### config.mk
export PLATFORM = sky130hd
export DESIGN_NAME = xpr_ctrl
export DESIGN_NICKNAME = d
export VERILOG_FILES = /design/src/rtl/xpr_pkg.sv /design/src/rtl/xpr_ctrl.sv /design/src/rtl/xpr_shadow.sv
export VERILOG_INCLUDE_DIRS = /design/src /design/src/rtl
export SDC_FILE = /design/constraint.sdc
export NUM_CORES = 1
export LEC_CHECK = 0
export ABC_AREA = 1
export BUFFER_PORTS_ARGS = -buffer_cell sky130_fd_sc_hd__buf_2
export CAP_MARGIN = 20
export CORE_MARGIN = 2
export CORE_UTILIZATION = 60
export CTS_BUF_LIST = sky130_fd_sc_hd__clkbuf_8
export DETAILED_ROUTE_END_ITERATION = 10
export GPL_ROUTABILITY_DRIVEN = 0
export PLACE_DENSITY = 0.88
export SETUP_SLACK_MARGIN = 0.05
export SLEW_MARGIN = 25
export SYNTH_ARGS = -nofsm -noshare
export SYNTH_HDL_FRONTEND = slang
export SYNTH_SLANG_ARGS = --single-unit
### constraint.sdc
create_clock -name clk -period 3.9 [get_ports clk]
set_input_delay 0.39 -clock clk [delete_from_list [all_inputs] [get_ports clk]]
set_output_delay 0.39 -clock clk [all_outputs]
set_load 0.01 [all_outputs]
### src/rtl/xpr_map.svh
// Constants for the crosspoint route latch controller
`ifndef XPR_MAP_SVH
`define XPR_MAP_SVH
`define XPR_REG_ROUTE 2'h0
`define XPR_REG_CTRL 2'h1
`define XPR_REG_STATUS 2'h2
`define XPR_REG_READBACK 2'h3
`define XPR_CTRL_COMMIT 0
`define XPR_CTRL_READ 1
`define XPR_CTRL_CLEAR 2
`define XPR_ROUTE_EN_BIT 3
`define XPR_ROUTE_IDX_LSB 4
`define XPR_SETUP_NS 50
`define XPR_PULSE_NS 100
`define XPR_OUTPUT_NS 200
`define XPR_CLK_NS 20
`endif

### src/rtl/xpr_pkg.sv
// Types for the crosspoint route latch controller
package xpr_pkg;
   typedef enum logic [2:0] {xpr_idle, xpr_wr_setup, xpr_wr_pulse, xpr_wr_hold,
      xpr_cm_pulse, xpr_rd_setup, xpr_rd_wait, xpr_cl_pulse} xpr_state_t;
endpackage : xpr_pkg

### src/rtl/xpr_ctrl.sv
// Host controller driving the crosspoint route latch pins
// Notes on behaviour
// - Load: clear high, readback low, select low, commit high, write strobe low.
// - Host drives the output index to choose which code is read back.
// - Host uses only the valid control combinations.
// - Fan-out to several outputs takes one write per output.
`timescale 1ns/10ps
`include "xpr_map.svh"
module xpr_ctrl
   import xpr_pkg::*;
#(
   parameter int CODE_W = 4
)
(
   input wire logic clk,
   input wire logic reset,
   input wire logic [1:0] addr,
   input wire logic [7:0] wdata,
   input wire logic wr,
   input wire logic rd,
   output logic [7:0] rdata,
   output logic matrix_clear_n,
   output logic readback_sel,
   output logic chip_sel_n,
   output logic write_strobe_n,
   output logic commit_strobe_n,
   output logic [1:0] output_index,
   output logic [CODE_W-1:0] route_code_out,
   output logic route_code_oe,
   input wire logic [CODE_W-1:0] route_code_in
);
   localparam int SETUP_CYC = (`XPR_SETUP_NS + `XPR_CLK_NS - 1) / `XPR_CLK_NS;
   localparam int PULSE_CYC = (`XPR_PULSE_NS + `XPR_CLK_NS - 1) / `XPR_CLK_NS;
   localparam int OUT_CYC = (`XPR_OUTPUT_NS + `XPR_CLK_NS - 1) / `XPR_CLK_NS;
   initial
   begin
      if (CODE_W != 4)
      begin
         $error("xpr_ctrl needs a 4-bit route code");
      end
   end
   xpr_state_t state;
   logic [3:0] cnt;
   logic busy;
   logic [CODE_W-1:0] readback;
   logic [CODE_W-1:0] shadow_code;
   logic [1:0] shadow_idx;
   logic [3:0] route_ok;
   logic [CODE_W-1:0] pend_code;
   logic [1:0] pend_idx;
   logic shadow_wr;
   assign busy = (state != xpr_idle);
   assign shadow_wr = (state == xpr_wr_hold) && (cnt == '0);
   // Commands arriving while busy are dropped; software polls status first
   always_ff @(posedge clk)
   begin
      if (reset)
      begin
         state <= xpr_idle;
         cnt <= '0;
         pend_code <= '0;
         pend_idx <= '0;
      end
      else if (state == xpr_idle)
      begin
         if (wr && addr == `XPR_REG_ROUTE)
         begin
            pend_code <= wdata[CODE_W-1:0];
            pend_idx <= wdata[`XPR_ROUTE_IDX_LSB +: 2];
            state <= xpr_wr_setup;
            cnt <= 4'(SETUP_CYC - 1);
         end
         else if (wr && addr == `XPR_REG_CTRL && wdata[`XPR_CTRL_COMMIT])
         begin
            state <= xpr_cm_pulse;
            cnt <= 4'(PULSE_CYC - 1);
         end
         else if (wr && addr == `XPR_REG_CTRL && wdata[`XPR_CTRL_READ])
         begin
            pend_idx <= wdata[`XPR_ROUTE_IDX_LSB +: 2];
            state <= xpr_rd_setup;
            cnt <= 4'(SETUP_CYC - 1);
         end
         else if (wr && addr == `XPR_REG_CTRL && wdata[`XPR_CTRL_CLEAR])
         begin
            state <= xpr_cl_pulse;
            cnt <= 4'(PULSE_CYC - 1);
         end
      end
      else if (cnt != '0)
      begin
         cnt <= cnt - 4'h1;
      end
      else
      begin
         unique case (state)
            xpr_wr_setup:
            begin
               state <= xpr_wr_pulse;
               cnt <= 4'(PULSE_CYC - 1);
            end
            xpr_wr_pulse:
            begin
               state <= xpr_wr_hold;
               cnt <= 4'(SETUP_CYC - 1);
            end
            xpr_rd_setup:
            begin
               state <= xpr_rd_wait;
               cnt <= 4'(OUT_CYC - 1);
            end
            xpr_wr_hold, xpr_cm_pulse, xpr_rd_wait, xpr_cl_pulse, xpr_idle:
            begin
               state <= xpr_idle;
            end
         endcase
      end
   end
   // Pins come straight from state flops so only valid combinations appear
   always_ff @(posedge clk)
   begin
      if (reset)
      begin
         matrix_clear_n <= 1'b1;
         readback_sel <= 1'b0;
         chip_sel_n <= 1'b1;
         write_strobe_n <= 1'b1;
         commit_strobe_n <= 1'b1;
         output_index <= '0;
         route_code_out <= '0;
         route_code_oe <= 1'b1;
      end
      else
      begin
         output_index <= pend_idx;
         // Disabled routes send the low bits as zero; the device ignores them
         route_code_out <= pend_code[`XPR_ROUTE_EN_BIT] ? pend_code : 4'h0;
         // Select stays high during commit so the active set never goes transparent
         chip_sel_n <= !(state inside {xpr_wr_setup, xpr_wr_pulse, xpr_wr_hold,
            xpr_rd_setup, xpr_rd_wait});
         write_strobe_n <= (state != xpr_wr_pulse);
         commit_strobe_n <= (state != xpr_cm_pulse);
         matrix_clear_n <= (state != xpr_cl_pulse);
         readback_sel <= (state inside {xpr_rd_setup, xpr_rd_wait});
         route_code_oe <= !(state inside {xpr_rd_setup, xpr_rd_wait});
      end
   end
   always_ff @(posedge clk)
   begin
      if (reset)
      begin
         readback <= '0;
      end
      else if (state == xpr_rd_wait && cnt == '0)
      begin
         readback <= route_code_in;
      end
   end
   // Shadow tracks host-written codes; outputs count as routed in route_ok once the write ends, before any commit
   xpr_shadow #(.OUTPUTS(4), .CODE_W(CODE_W)) u_shadow (
      .clk(clk),
      .reset(reset),
      .wr_en(shadow_wr),
      .wr_idx(pend_idx),
      .wr_code(pend_code),
      .rd_idx(pend_idx),
      .rd_code(shadow_code)
   );
   assign shadow_idx = pend_idx;
   always_ff @(posedge clk)
   begin
      if (reset)
      begin
         route_ok <= '0;
      end
      else if (state == xpr_cl_pulse)
      begin
         route_ok <= '0;
      end
      else if (shadow_wr)
      begin
         route_ok[shadow_idx] <= pend_code[`XPR_ROUTE_EN_BIT];
      end
   end
   always_ff @(posedge clk)
   begin
      if (reset)
      begin
         rdata <= '0;
      end
      else if (rd)
      begin
         unique case (addr)
            `XPR_REG_ROUTE: rdata <= {4'h0, shadow_code};
            `XPR_REG_CTRL: rdata <= {6'h00, pend_idx};
            `XPR_REG_STATUS: rdata <= {3'h0, busy, route_ok};
            `XPR_REG_READBACK: rdata <= {4'h0, readback};
         endcase
      end
      else
      begin
         rdata <= '0;
      end
   end
   write_low_a: assert property (@(posedge clk) disable iff (reset)
      !write_strobe_n |-> !chip_sel_n && commit_strobe_n && !readback_sel)
      else $error("write strobe outside a valid load");
   write_width_a: assert property (@(posedge clk) disable iff (reset)
      $fell(write_strobe_n) |-> !write_strobe_n [*5])
      else $error("write strobe too short");
   commit_alone_a: assert property (@(posedge clk) disable iff (reset)
      !commit_strobe_n |-> write_strobe_n && chip_sel_n && matrix_clear_n)
      else $error("commit strobe with other strobes");
   readback_pins_a: assert property (@(posedge clk) disable iff (reset)
      readback_sel |-> !route_code_oe && write_strobe_n && commit_strobe_n)
      else $error("code pins driven during readback");
   release_a: assert property (@(posedge clk) disable iff (reset)
      $fell(readback_sel) |-> route_code_oe)
      else $error("code pins not retaken");
   clear_only_a: assert property (@(posedge clk) disable iff (reset)
      !matrix_clear_n |-> write_strobe_n && commit_strobe_n && chip_sel_n)
      else $error("clear with strobe active");
   disabled_code_a: assert property (@(posedge clk) disable iff (reset)
      !write_strobe_n && !route_code_out[`XPR_ROUTE_EN_BIT] |-> route_code_out == 4'h0)
      else $error("disabled route sent with input bits");
   index_hold_a: assert property (@(posedge clk) disable iff (reset)
      !write_strobe_n |-> $stable(output_index))
      else $error("index moved during load");
   valid_combo_a: assert property (@(posedge clk) disable iff (reset)
      {matrix_clear_n, readback_sel, chip_sel_n, write_strobe_n, commit_strobe_n}
      inside {5'h17, 5'h13, 5'h11, 5'h16, 5'h1b, 5'h07})
      else $error("invalid control combination");
   load_c: cover property (@(posedge clk) $rose(write_strobe_n));
   commit_c: cover property (@(posedge clk) $rose(commit_strobe_n));
   read_c: cover property (@(posedge clk) $fell(readback_sel));
   clear_c: cover property (@(posedge clk) $rose(matrix_clear_n));
endmodule : xpr_ctrl

### src/rtl/xpr_shadow.sv
// Shadow copy of the four route codes last written by the host
`timescale 1ns/10ps
`include "xpr_map.svh"
module xpr_shadow
   import xpr_pkg::*;
#(
   parameter int OUTPUTS = 4,
   parameter int CODE_W = 4
)
(
   input wire logic clk,
   input wire logic reset,
   input wire logic wr_en,
   input wire logic [1:0] wr_idx,
   input wire logic [CODE_W-1:0] wr_code,
   input wire logic [1:0] rd_idx,
   output logic [CODE_W-1:0] rd_code
);
   logic [CODE_W-1:0] mem [OUTPUTS];
   initial
   begin
      if (OUTPUTS != 4 || CODE_W != 4)
      begin
         $error("xpr_shadow serves four 4-bit codes only");
      end
   end
   always_ff @(posedge clk)
   begin
      if (reset)
      begin
         for (int i = 0; i < OUTPUTS; i++)
         begin
            mem[i] <= '0;
         end
      end
      else if (wr_en)
      begin
         mem[wr_idx] <= wr_code;
      end
   end
   always_ff @(posedge clk)
   begin
      if (reset)
      begin
         rd_code <= '0;
      end
      else
      begin
         rd_code <= mem[rd_idx];
      end
   end
endmodule : xpr_shadow

==> summary.md, run 1 <==
| Metric | Value |
|---|---|
| Outcome | `finished, final reports clean` |
| Fin crit period | `approximately 1.9 ns` |
| Layout Cell Area excl Fill | `2823 µm²` |
| Die Ht | `slightly below 70 µm` |
| Max Cap Viol | `0` |
| CTS buffer count | `9` |
| RSZ-0062 raised after global routing | `false` |
| Max VDD drop | `0.3635 mV` |
| DR DRC count | `0` |
| Fillers | `303` |
| Critical path type | `flip-flop to flip-flop` |
| Worst-path fanout max | `7` |
| Die ar. | `4685 µm²` |
| Cell Chain, Critical Path | `inv_1 -> ha_1 -> nand2_1 -> nor2_4 -> nand3_4 -> o21ai_0` |
| Synth Warn # | `0` |
| Rel. slew slack | `between 50% and 60%` |
| Register area share after synthesis | `a little over half` |
| Placed Area | `2669 µm²` |
| Post-CTS repair timing setup buffer count | `0` |
| Synth cell count leaders | `50 x nand2_1, 43 x nor2_1, 42 x dfxtp_1` |
| Synth unique cells | `27` |
| Core area | `4000 µm²` |
| Async SR Flop Fraction | `0%` |
| Final setup skew | `0.005725 ns` |
| Internal power | `around 1.1 mW` |
| Highest Clock Rate | `about 520 MHz` |
| N_diodes | `0` |
| Sequential fraction of design power | `43.4%` |
| Switching Share | `a little over a third` |
| Vias | `2087` |
| # rows | `23` |
| Vias in the first global route | `1866` |
| Synth Flop Type | `dfxtp_1` |
| H-tree depth | `3` |
| Initial Util | `62.31%` |
| Resized Gates After CTS | `0` |
| Initial antenna violation count | `0` |
| Clock Path Buffers | `2` |
| Post-DP HPWL | `3671 µm` |
| Met2 wire length | `~2400 µm` |
| Worst-Skew Late Latency | `0.34 ns` |
| Startpoint Class | `flip-flop` |
| Synth top area cells | `dfxtp_1 34%, edfxtp_1 19%, nand2_1 7.5%, nor2_1 6.5%, inv_1 4.8%` |
| Leakage power figure | `1.298 nW` |
| Total power | `1.681 mW` |
| Delay of the slowest critical-path stage | `0.47 ns` |
| CP endpoint kind | `flip-flop` |
| Worst hold path class | `input pin to flip-flop` |
| Hold Buf Count CTS | `0` |
| Cell area after synthesis | `2492 µm²` |
| GRT Resource Usage Total | `24.27%` |
| Sink Count | `58` |
| Mapped Cells | `around 300` |
| Root buffer cell | `clkbuf_8` |
| Hold WS | `0.2786 ns` |
| CP max-delay cell | `o21ai_0` |
| Setup TNS | `0 ns` |
| Top sig layer | `met4` |
| Total gr overflow | `0` |
| Post-synth EDFFs | `16` |
| Met3 WL | `372 µm` |
| Worst Path Required | `3.87 ns` |
| # nets final | `358` |
| Area grow syn2layout | `13.25%` |
| Period utilization | `between 40% and 50%` |
| WP data arrival | `1.88 ns` |
| Switch Pwr | `0.6080 mW` |
| Avg Cell Area, Syn | `between 8 and 9 µm²` |
| Starting DRT DRC Count | `~140` |
| Reg clk slew, reported paths | `0.06 ns` |
| Clk pwr share | `26.0%` |
| Buffers & Inverters on Critical Path | `1` |
| Pin count of the biggest net entering global routing | `25` |
| CTS tree | `built` |
| Pwr per Cell Area | `slightly below 600 nW/µm²` |
| Comb pwr share | `30.6%` |
| FF+latch count, synth | `slightly below 60` |
| Delay-heaviest family, CP | `compound AO/OA/AOI/OAI gates` |
| Final Slew Violations | `0` |
| Setup violators final | `0` |
| DRT Pass-1 Iters | `5` |
| Vias/cell | `5.310` |
| Share of cells above drive strength 1 | `22.16%` |
| Final ANT Viol Nets | `0` |
| First-pass GRT wire length | `8114 µm` |
| Area leader, netlist | `dfxtp_1` |
| Met1 WL | `2219 µm` |
| Routed WL | `just over 5000 µm` |
| IO Count | `38` |
| Horiz. Die Dim | `approximately 68 µm` |
| Fin util | `a little over two thirds` |
| Worst slew pin tran | `between 0.6 and 0.7 ns` |
| Top-count cell post-synth | `nand2_1` |
| Final hold vios | `0` |
| DR WL/cell | `12.95 µm` |
| Share of the synthesized area in the top cell type | `33.73%` |
| I/O Buffers | `32` |
==> metrics by stage <==
step	setup WS, ns	cells
floorplan	2.239	303
global placement	2.080	377
detailed placement	1.993	377
CTS	1.981	393
global route	1.855	393
finish	1.995	393
==> worst min-delay path: cells and delay by family <==
family,cells,cell delay [ns]
AND/OR/NAND/NOR,2,0.12
buffers and inverters,1,0.07
==> registers in the layout (all words and copies together), names as in the netlist <==
name	flops
commit_strobe_n	1
pend_code	4
pend_idx	2
route_ok	4
matrix_clear_n	1
route_code_oe	1
output_index	2
state	3
chip_sel_n	1
u_shadow.mem	16
write_strobe_n	1
readback	4
readback_sel	1
u_shadow.rd_code	4
cnt	4
route_code_out	4
rdata	5
==> layout make-up <==
| cell class | instances | area (µm²) | area share [%] |
|---|---|---|---|
| Timing Repair Buffer | 32 | 160.2 | 5.674 |
| Clock inverter | 7 | 30.03 | 1.064 |
| Sequential cell | 58 | 1321 | 46.81 |
| Inverter | 42 | 157.7 | 5.585 |
| Clock buffer | 9 | 123.9 | 4.388 |
| Tap cell | 50 | 62.56 | 2.216 |
| Multi-Input combinational cell | 195 | 967.2 | 34.26 |
==> worst paths after layout <==
check	start	endpoint	slack, ns	cells past startpoint
worst min register to register	pend_code[0]	route_code_out[0]	0.46	2
worst max register to register	cnt[0]	u_shadow.mem[3][3]	2.00	6
worst max-delay path	cnt[0]	u_shadow.mem[3][3]	2.00	6
worst min-delay path	route_code_in[0]	readback[0]	0.28	3
==> per-layer routing <==
layer,global-route usage (%),up-vias
li1,-,1045
met1,32.17,953
met2,37.26,81
met3,6.414,8
met4,10.50,0
met5,0,-
==> power groups by stage <==
stage	sequential (mW)	combinational [mW]	clock, mW
after global routing	0.737	0.577	0.473
after detailed placement	0.743	0.501	0
after CTS	0.730	0.510	0.443
final	0.730	0.514	0.437
after global placement	0.740	0.486	0
after floorplan	0.738	0.400	0
==> kinds of logic (layout without fill, tap and decap cells) <==
logic type                 after synthesis  in the layout  synth area share, %
DFF                                     58             58                53.01
adders and majority gates                2              2                1.004
buffers and inverters                   50             90                8.484
and+or+nand+nor                        139            139                26.30
AOI/OAI and AO/OA                       51             51                11.04
other                                    1              3               0.1505
==> layout by cell type, fill, tap and decap left out, types with 4 or more instances in the layout <==
| cell type | Yosys | final |
|---|---|---|
| nand2_1 | 50 | 50 |
| nor2_1 | 43 | 43 |
| dfxtp_1 | 42 | 42 |
| inv_1 | 32 | 35 |
| buf_2 | 1 | 32 |
| nand3_1 | 22 | 22 |
| o21ai_0 | 20 | 20 |
| a21oi_1 | 18 | 18 |
| edfxtp_1 | 16 | 16 |
| inv_2 | 10 | 10 |
| clkbuf_8 | 0 | 9 |
| nor2_2 | 8 | 8 |
| nand2_2 | 6 | 6 |
| a31oi_1 | 5 | 5 |
| a22oi_1 | 4 | 4 |
Power figures use the tool's default switching activity.
==> run 2, diff against run 1 <==
- CORE_UTILIZATION: 60 -> 53
- PLACE_DENSITY: 0.88 -> 0.82
- clock period: 3.9 -> 1.6 ns (I/O delays scaled with it)
==> run 2 against run 1 <==
Core utilization shrank 3.5 points. Clock-buffer cell count is the same. Hold slack lost 0.23 ns. Routed wire length grew 4.6%. Power grew to 2.5 times the previous value. Via count grew 1.3%. Clock skew grew 0.00091 ns. Fmax grew 28%. Non-clock buffer count grew 12. Die area grew 12%. First-iteration DRC count shrank 21%. Sequential power grew 150%. Largest power group unchanged.
==> summary.md, run 2 (same netlist as run 1, synthesis figures left out) <==
| Metric | Value |
|---|---|
| I/O Buffers | `32` |
| Horiz. Die Dim | `72.58 µm` |
| Fin util | `67.03%` |
| Delay of the slowest critical-path stage | `approximately 0.32 ns` |
| Reg clk slew, reported paths | `roughly 0.06 ns` |
| CTS buffer count | `9` |
| Most frequent cells in the layout | `42 x nand2_1, 42 x nor2_1, 41 x dfxtp_1` |
| Length in cells of the worst reg-to-reg path | `8` |
| Sink Count | `58` |
| Total power | `4.248 mW` |
| Final hold vios | `0` |
| Internal power | `2.714 mW` |
| DR DRC count | `0` |
| IO Count | `38` |
| Leakage power figure | `~1.4 nW` |
| Outcome | `finished, final reports clean` |
| Setup WS post-layout | `0.1139 ns` |
| Startpoint Class | `flip-flop` |
| Vias/cell | `just over 5` |
| Clk pwr share | `25.1%` |
| Multi-input logic area | `1026 µm²` |
| Die Ht | `72.58 µm` |
| RSZ-0062 raised after global routing | `false` |
| Place WS | `0.04479 ns` |
| Critical path type | `flip-flop to flip-flop` |
| Starting DRT DRC Count | `~110` |
| Hold WS | `between 0.05 and 0.06 ns` |
| N_diodes | `0` |
| CTS tree | `built` |
| Die ar. | `about 5300 µm²` |
| First-pass GRT wire length | `8859 µm` |
| Worst hold path class | `input pin to flip-flop` |
| DRT Pass-1 Iters | `4` |
| Total gr overflow | `0` |
| Comb pwr share | `~33%` |
| Final setup skew | `around 0.0066 ns` |
| Pin count of the biggest net entering global routing | `13` |
| CP max-delay cell | `dfxtp_2` |
| H-tree depth | `3` |
| Setup violators final | `0` |
| # nets final | `370` |
| Setup TNS | `0 ns` |
| Switch Pwr | `1.535 mW` |
| Share of cells above drive strength 1 | `28.73%` |
| Post-DP HPWL | `3950 µm` |
| Biggest register | `u_shadow.mem` |
| Sequential fraction of design power | `between 40% and 50%` |
| Initial Util | `approximately 56%` |
| Switching Share | `36.12%` |
| Vias in the first global route | `2013` |
| Worst-path fanout max | `7` |
| DR WL/cell | `13.08 µm` |
| Pwr per Cell Area | `1426 nW/µm²` |
| Final ANT Viol Nets | `0` |
| Max Cap Viol | `0` |
| GRT Resource Usage Total | `22.26%` |
| # rows | `24` |
| Max VDD drop | `0.9690 mV` |
| Core area | `4444 µm²` |
| Register area | `1323 µm²` |
| Final Slew Violations | `0` |
| Fin crit period | `1.486 ns` |
| Highest Clock Rate | `between 600 and 700 MHz` |
| Area grow syn2layout | `19.53%` |
| Cell Chain, Critical Path | `inv_2 -> ha_4 -> nand2_2 -> nor2_4 -> nand3_4 -> nor2_4 -> inv_1 -> nand2_2` |
| Root buffer cell | `clkbuf_8` |
| Max reg flops | `16` |
| Worst Path Required | `1.64 ns` |
| CP endpoint kind | `flip-flop` |
| Hold Path Cell Cnt | `3` |
| Routed WL | `5324 µm` |
| WP data arrival | `1.53 ns` |
| Worst-Skew Late Latency | `approximately 0.33 ns` |
| Initial antenna violation count | `0` |
| Clock Path Buffers | `2` |
| Vias | `2114` |
| Period utilization | `92.88%` |
| Biggest regs | `u_shadow.mem x16, rdata x5` |
| Fillers | `roughly 360` |
| Hold Buf Count CTS | `0` |
==> run 2: metrics by stage <==
stage,instance area (µm²),std cells
finish,2979,407
global route,2979,407
CTS,2913,406
detailed placement,2754,390
global placement,2754,390
floorplan,2500,303
==> run 2: final timing paths <==
check	start	end	slack, ns
worst min register to register	pend_code[0]	route_code_out[0]	0.47
worst min-delay path	route_code_in[1]	readback[1]	0.05
worst max register to register	cnt[0]	u_shadow.mem[0][2]	0.11
worst max-delay path	cnt[0]	u_shadow.mem[0][2]	0.11
==> run 2: timing repair <==
action	CTS	global route
buffers inserted	0	1
hold endpoints to repair	0	0
resized for setup	2	20
setup endpoints to repair	8	34
cloned	0	0
pin swaps	0	6
==> run 2: cell type report <==
class                           instances  share of cell area [%]
Clock inverter                          7                   1.008
Tap cell                               52                   2.184
Multi-Input combinational cell        195                   34.44
Inverter                               42                   5.292
Timing Repair Buffer                   44                   8.526
Sequential cell                        58                   44.39
Clock buffer                            9                   4.158
==> run 2: worst max-delay path, delay by kind of cell, from the launching register on <==
kind | cells | cell delay (ns)
and+or+nand+nor | 5 | 0.60
adders and majority gates | 1 | 0.13
buffers and inverters | 2 | 0.14
DFF | 1 | 0.32
==> run 2: layer usage <==
metal	routed length (µm)	GRT usage, %
met5	0	0
met1	2298	27.14
met4	90	8.848
met2	2551	35.96
met3	384	8.011
==> run 2: power groups by stage <==
stage | clock network, mW | registers (mW) | logic [mW]
6_report | 1.07 | 1.79 | 1.39
5_1_grt | 1.16 | 1.81 | 1.56
4_1_cts | 1.08 | 1.78 | 1.32
3_5_place_dp | 0 | 1.81 | 1.31
3_3_place_gp | 0 | 1.81 | 1.27
2_1_floorplan | 0 | 1.80 | 0.976
==> run 3, diff against run 2 <==
- ABC_CLOCK_PERIOD_IN_PS: unset -> 1700
- CORE_UTILIZATION: 53 -> 58
- PLACE_DENSITY: 0.82 -> 0.85
- REMOVE_ABC_BUFFERS: unset -> 1
- clock period: 1.6 -> 1.7 ns (I/O delays scaled with it)
==> run 3 against run 2 <==
Sequential share of layout area rose by 0.37 points. Power fell by 2.4%. First-iteration DRC count rose by 68%. Register-to-register slack improved by 0.02 ns. Global-route usage rose by 1.3 points. Final area fell by 0.92%. Clock power rose by 11%. Combinational power fell by 9%. Core utilization rose by 5.7 points. Critical path type unchanged. Largest power group unchanged. Highest routed layer unchanged.
==> summary.md, run 3 (same netlist as run 1, synthesis figures left out) <==
| Metric | Value |
|---|---|
| Outcome | `finished, final reports clean` |
| DR DRC count | `0` |
| Horiz. Die Dim | `69.56 µm` |
| Pin count of the biggest net entering global routing | `17` |
| CTS buffer count | `9` |
| Biggest register | `u_shadow.mem` |
| Placed Area | `2744 µm²` |
| Most common cell after layout, fill and taps aside | `nand2_1` |
| CP max-delay cell | `dfxtp_1` |
| Startpoint Class | `flip-flop` |
| Worst hold path class | `input pin to flip-flop` |
| Share of cells above drive strength 1 | `26.35%` |
| Worst-Skew Late Latency | `0.34 ns` |
| Most frequent cells in the layout | `47 x nand2_1, 43 x nor2_1, 42 x dfxtp_1` |
| Hold Buf Count CTS | `0` |
| Worst slew pin tran | `0.5127 ns` |
| Cell Chain, Critical Path | `inv_1 -> ha_2 -> nand2_2 -> nor2_4 -> nand3_4 -> nor2_4 -> inv_1 -> nand2_2` |
| Vias | `2130` |
| Setup TNS | `0 ns` |
| Root buffer cell | `clkbuf_8` |
| Delay-heaviest family, CP | `simple AND/OR/NAND/NOR gates` |
| I/O Buffers | `32` |
| Vias in the first global route | `2047` |
| Period utilization | `91.90%` |
| Final ANT Viol Nets | `0` |
| Highest Clock Rate | `640.1 MHz` |
| Final Slew Violations | `0` |
| Buffers & Inverters on Critical Path | `2` |
| # nets final | `368` |
| Delay of the slowest critical-path stage | `0.31 ns` |
| Starting DRT DRC Count | `181` |
| Post-CTS repair timing setup buffer count | `0` |
| Max Cap Viol | `0` |
| Worst Path Required | `around 1.7 ns` |
| RSZ-0062 raised after global routing | `false` |
| N_diodes | `0` |
| Vias/cell | `5.285` |
| Area grow syn2layout | `18.42%` |
| Pwr per Cell Area | `1404 nW/µm²` |
| Rel. slew slack | `65.79%` |
| Biggest regs | `u_shadow.mem x16, rdata x5` |
| Initial antenna violation count | `0` |
| Setup WS post-layout | `0.1376 ns` |
| Fillers | `305` |
| DR WL/cell | `13.25 µm` |
| Final setup skew | `between 0.009 and 0.01 ns` |
| Max reg flops | `16` |
| Core area | `about 4000 µm²` |
| Final hold vios | `0` |
| # rows | `23` |
| Die Ht | `approximately 70 µm` |
| WP data arrival | `1.60 ns` |
| Reg clk slew, reported paths | `about 0.060 ns` |
| Max VDD drop | `a little under 1 mV` |
| CP endpoint kind | `flip-flop` |
| DRT Pass-1 Iters | `4` |
| H-tree depth | `3` |
| Critical path type | `flip-flop to flip-flop` |
| IO Count | `38` |
| Layout Cell Area excl Fill | `2952 µm²` |
| Die ar. | `4838 µm²` |
| Total gr overflow | `0` |
| Leakage power figure | `1.355 nW` |
| Initial Util | `61.42%` |
| Sink Count | `58` |
| Fin crit period | `1.562 ns` |
| CTS tree | `built` |
| Post-DP HPWL | `~3800 µm` |
| Worst-path fanout max | `7` |
| Place WS | `approximately 0.13 ns` |
| GRT Resource Usage Total | `23.61%` |
| Clock Path Buffers | `2` |
| First-pass GRT wire length | `8825 µm` |
| Setup violators final | `0` |
| Routed WL | `5341 µm` |
run 3: cell types whose count changed in the layout (fill, tap and decap cells not counted), sizes merged:
cell	previous run	this run
clkbuf	9	13
buf	44	42
inv	45	43
clkinv	3	2
clkinvlp	1	0
run 3: routing by layer:
layer,up-vias,global-route usage (%),routed length [µm]
met5,-,0,0
met3,10,6.541,347
met1,978,28.52,2284
met4,0,10.68,88
met2,82,39.21,2620
li1,1060,-,-
run 3: worst paths after layout:
kind	startpoint	endpoint	slack, ns	cells after the start
setup / recovery	cnt[0]	u_shadow.mem[0][0]	0.14	8
hold / removal	route_code_in[2]	readback[2]	0.06	3
setup reg to reg	cnt[0]	u_shadow.mem[0][0]	0.14	8
hold reg to reg	pend_code[0]	route_code_out[0]	0.46	2
run 3: where the power goes:
part / switching, mW / leakage (nW) / internal, mW / total [mW]
clock network: 0.512 / 0.107 / 0.678 / 1.19
registers: 0.109 / 0.508 / 1.57 / 1.68
logic: 0.818 / 0.741 / 0.457 / 1.27
run 3: stage by stage:
step,instances,hold WS (ns),utilization [%],power (mW)
after global placement,387,0.3909,67.62,2.882
after global routing,403,0.08199,72.74,4.385
after floorplan,295,0.2394,-,2.594
after detailed placement,387,0.3979,67.62,2.917
final,403,0.05939,72.74,4.145
after CTS,403,0.05427,72.37,4.114
run 3: worst min-delay path, stage by stage:
cell    delay [ns]
buf_2         0.07
nor2_1        0.03
nor2_1        0.08
run 3: what timing repair did:
action / in CTS / in global routing
hold endpoints to repair: 0 / 0
resized for setup: 0 / 6
endpoints found under the setup margin: 0 / 16
run 3: final cells by class:
| type | count | area [µm²] | share of cell area [%] |
|---|---|---|---|
| clock buffer | 13 | 178.9 | 6.062 |
| clock inverter | 3 | 13.76 | 0.4663 |
| inverter | 42 | 157.7 | 5.341 |
| multi-input combinational | 195 | 982.2 | 33.28 |
| sequential | 58 | 1321 | 44.76 |
| tap | 50 | 62.56 | 2.120 |
| timing repair buffer | 42 | 235.2 | 7.969 |
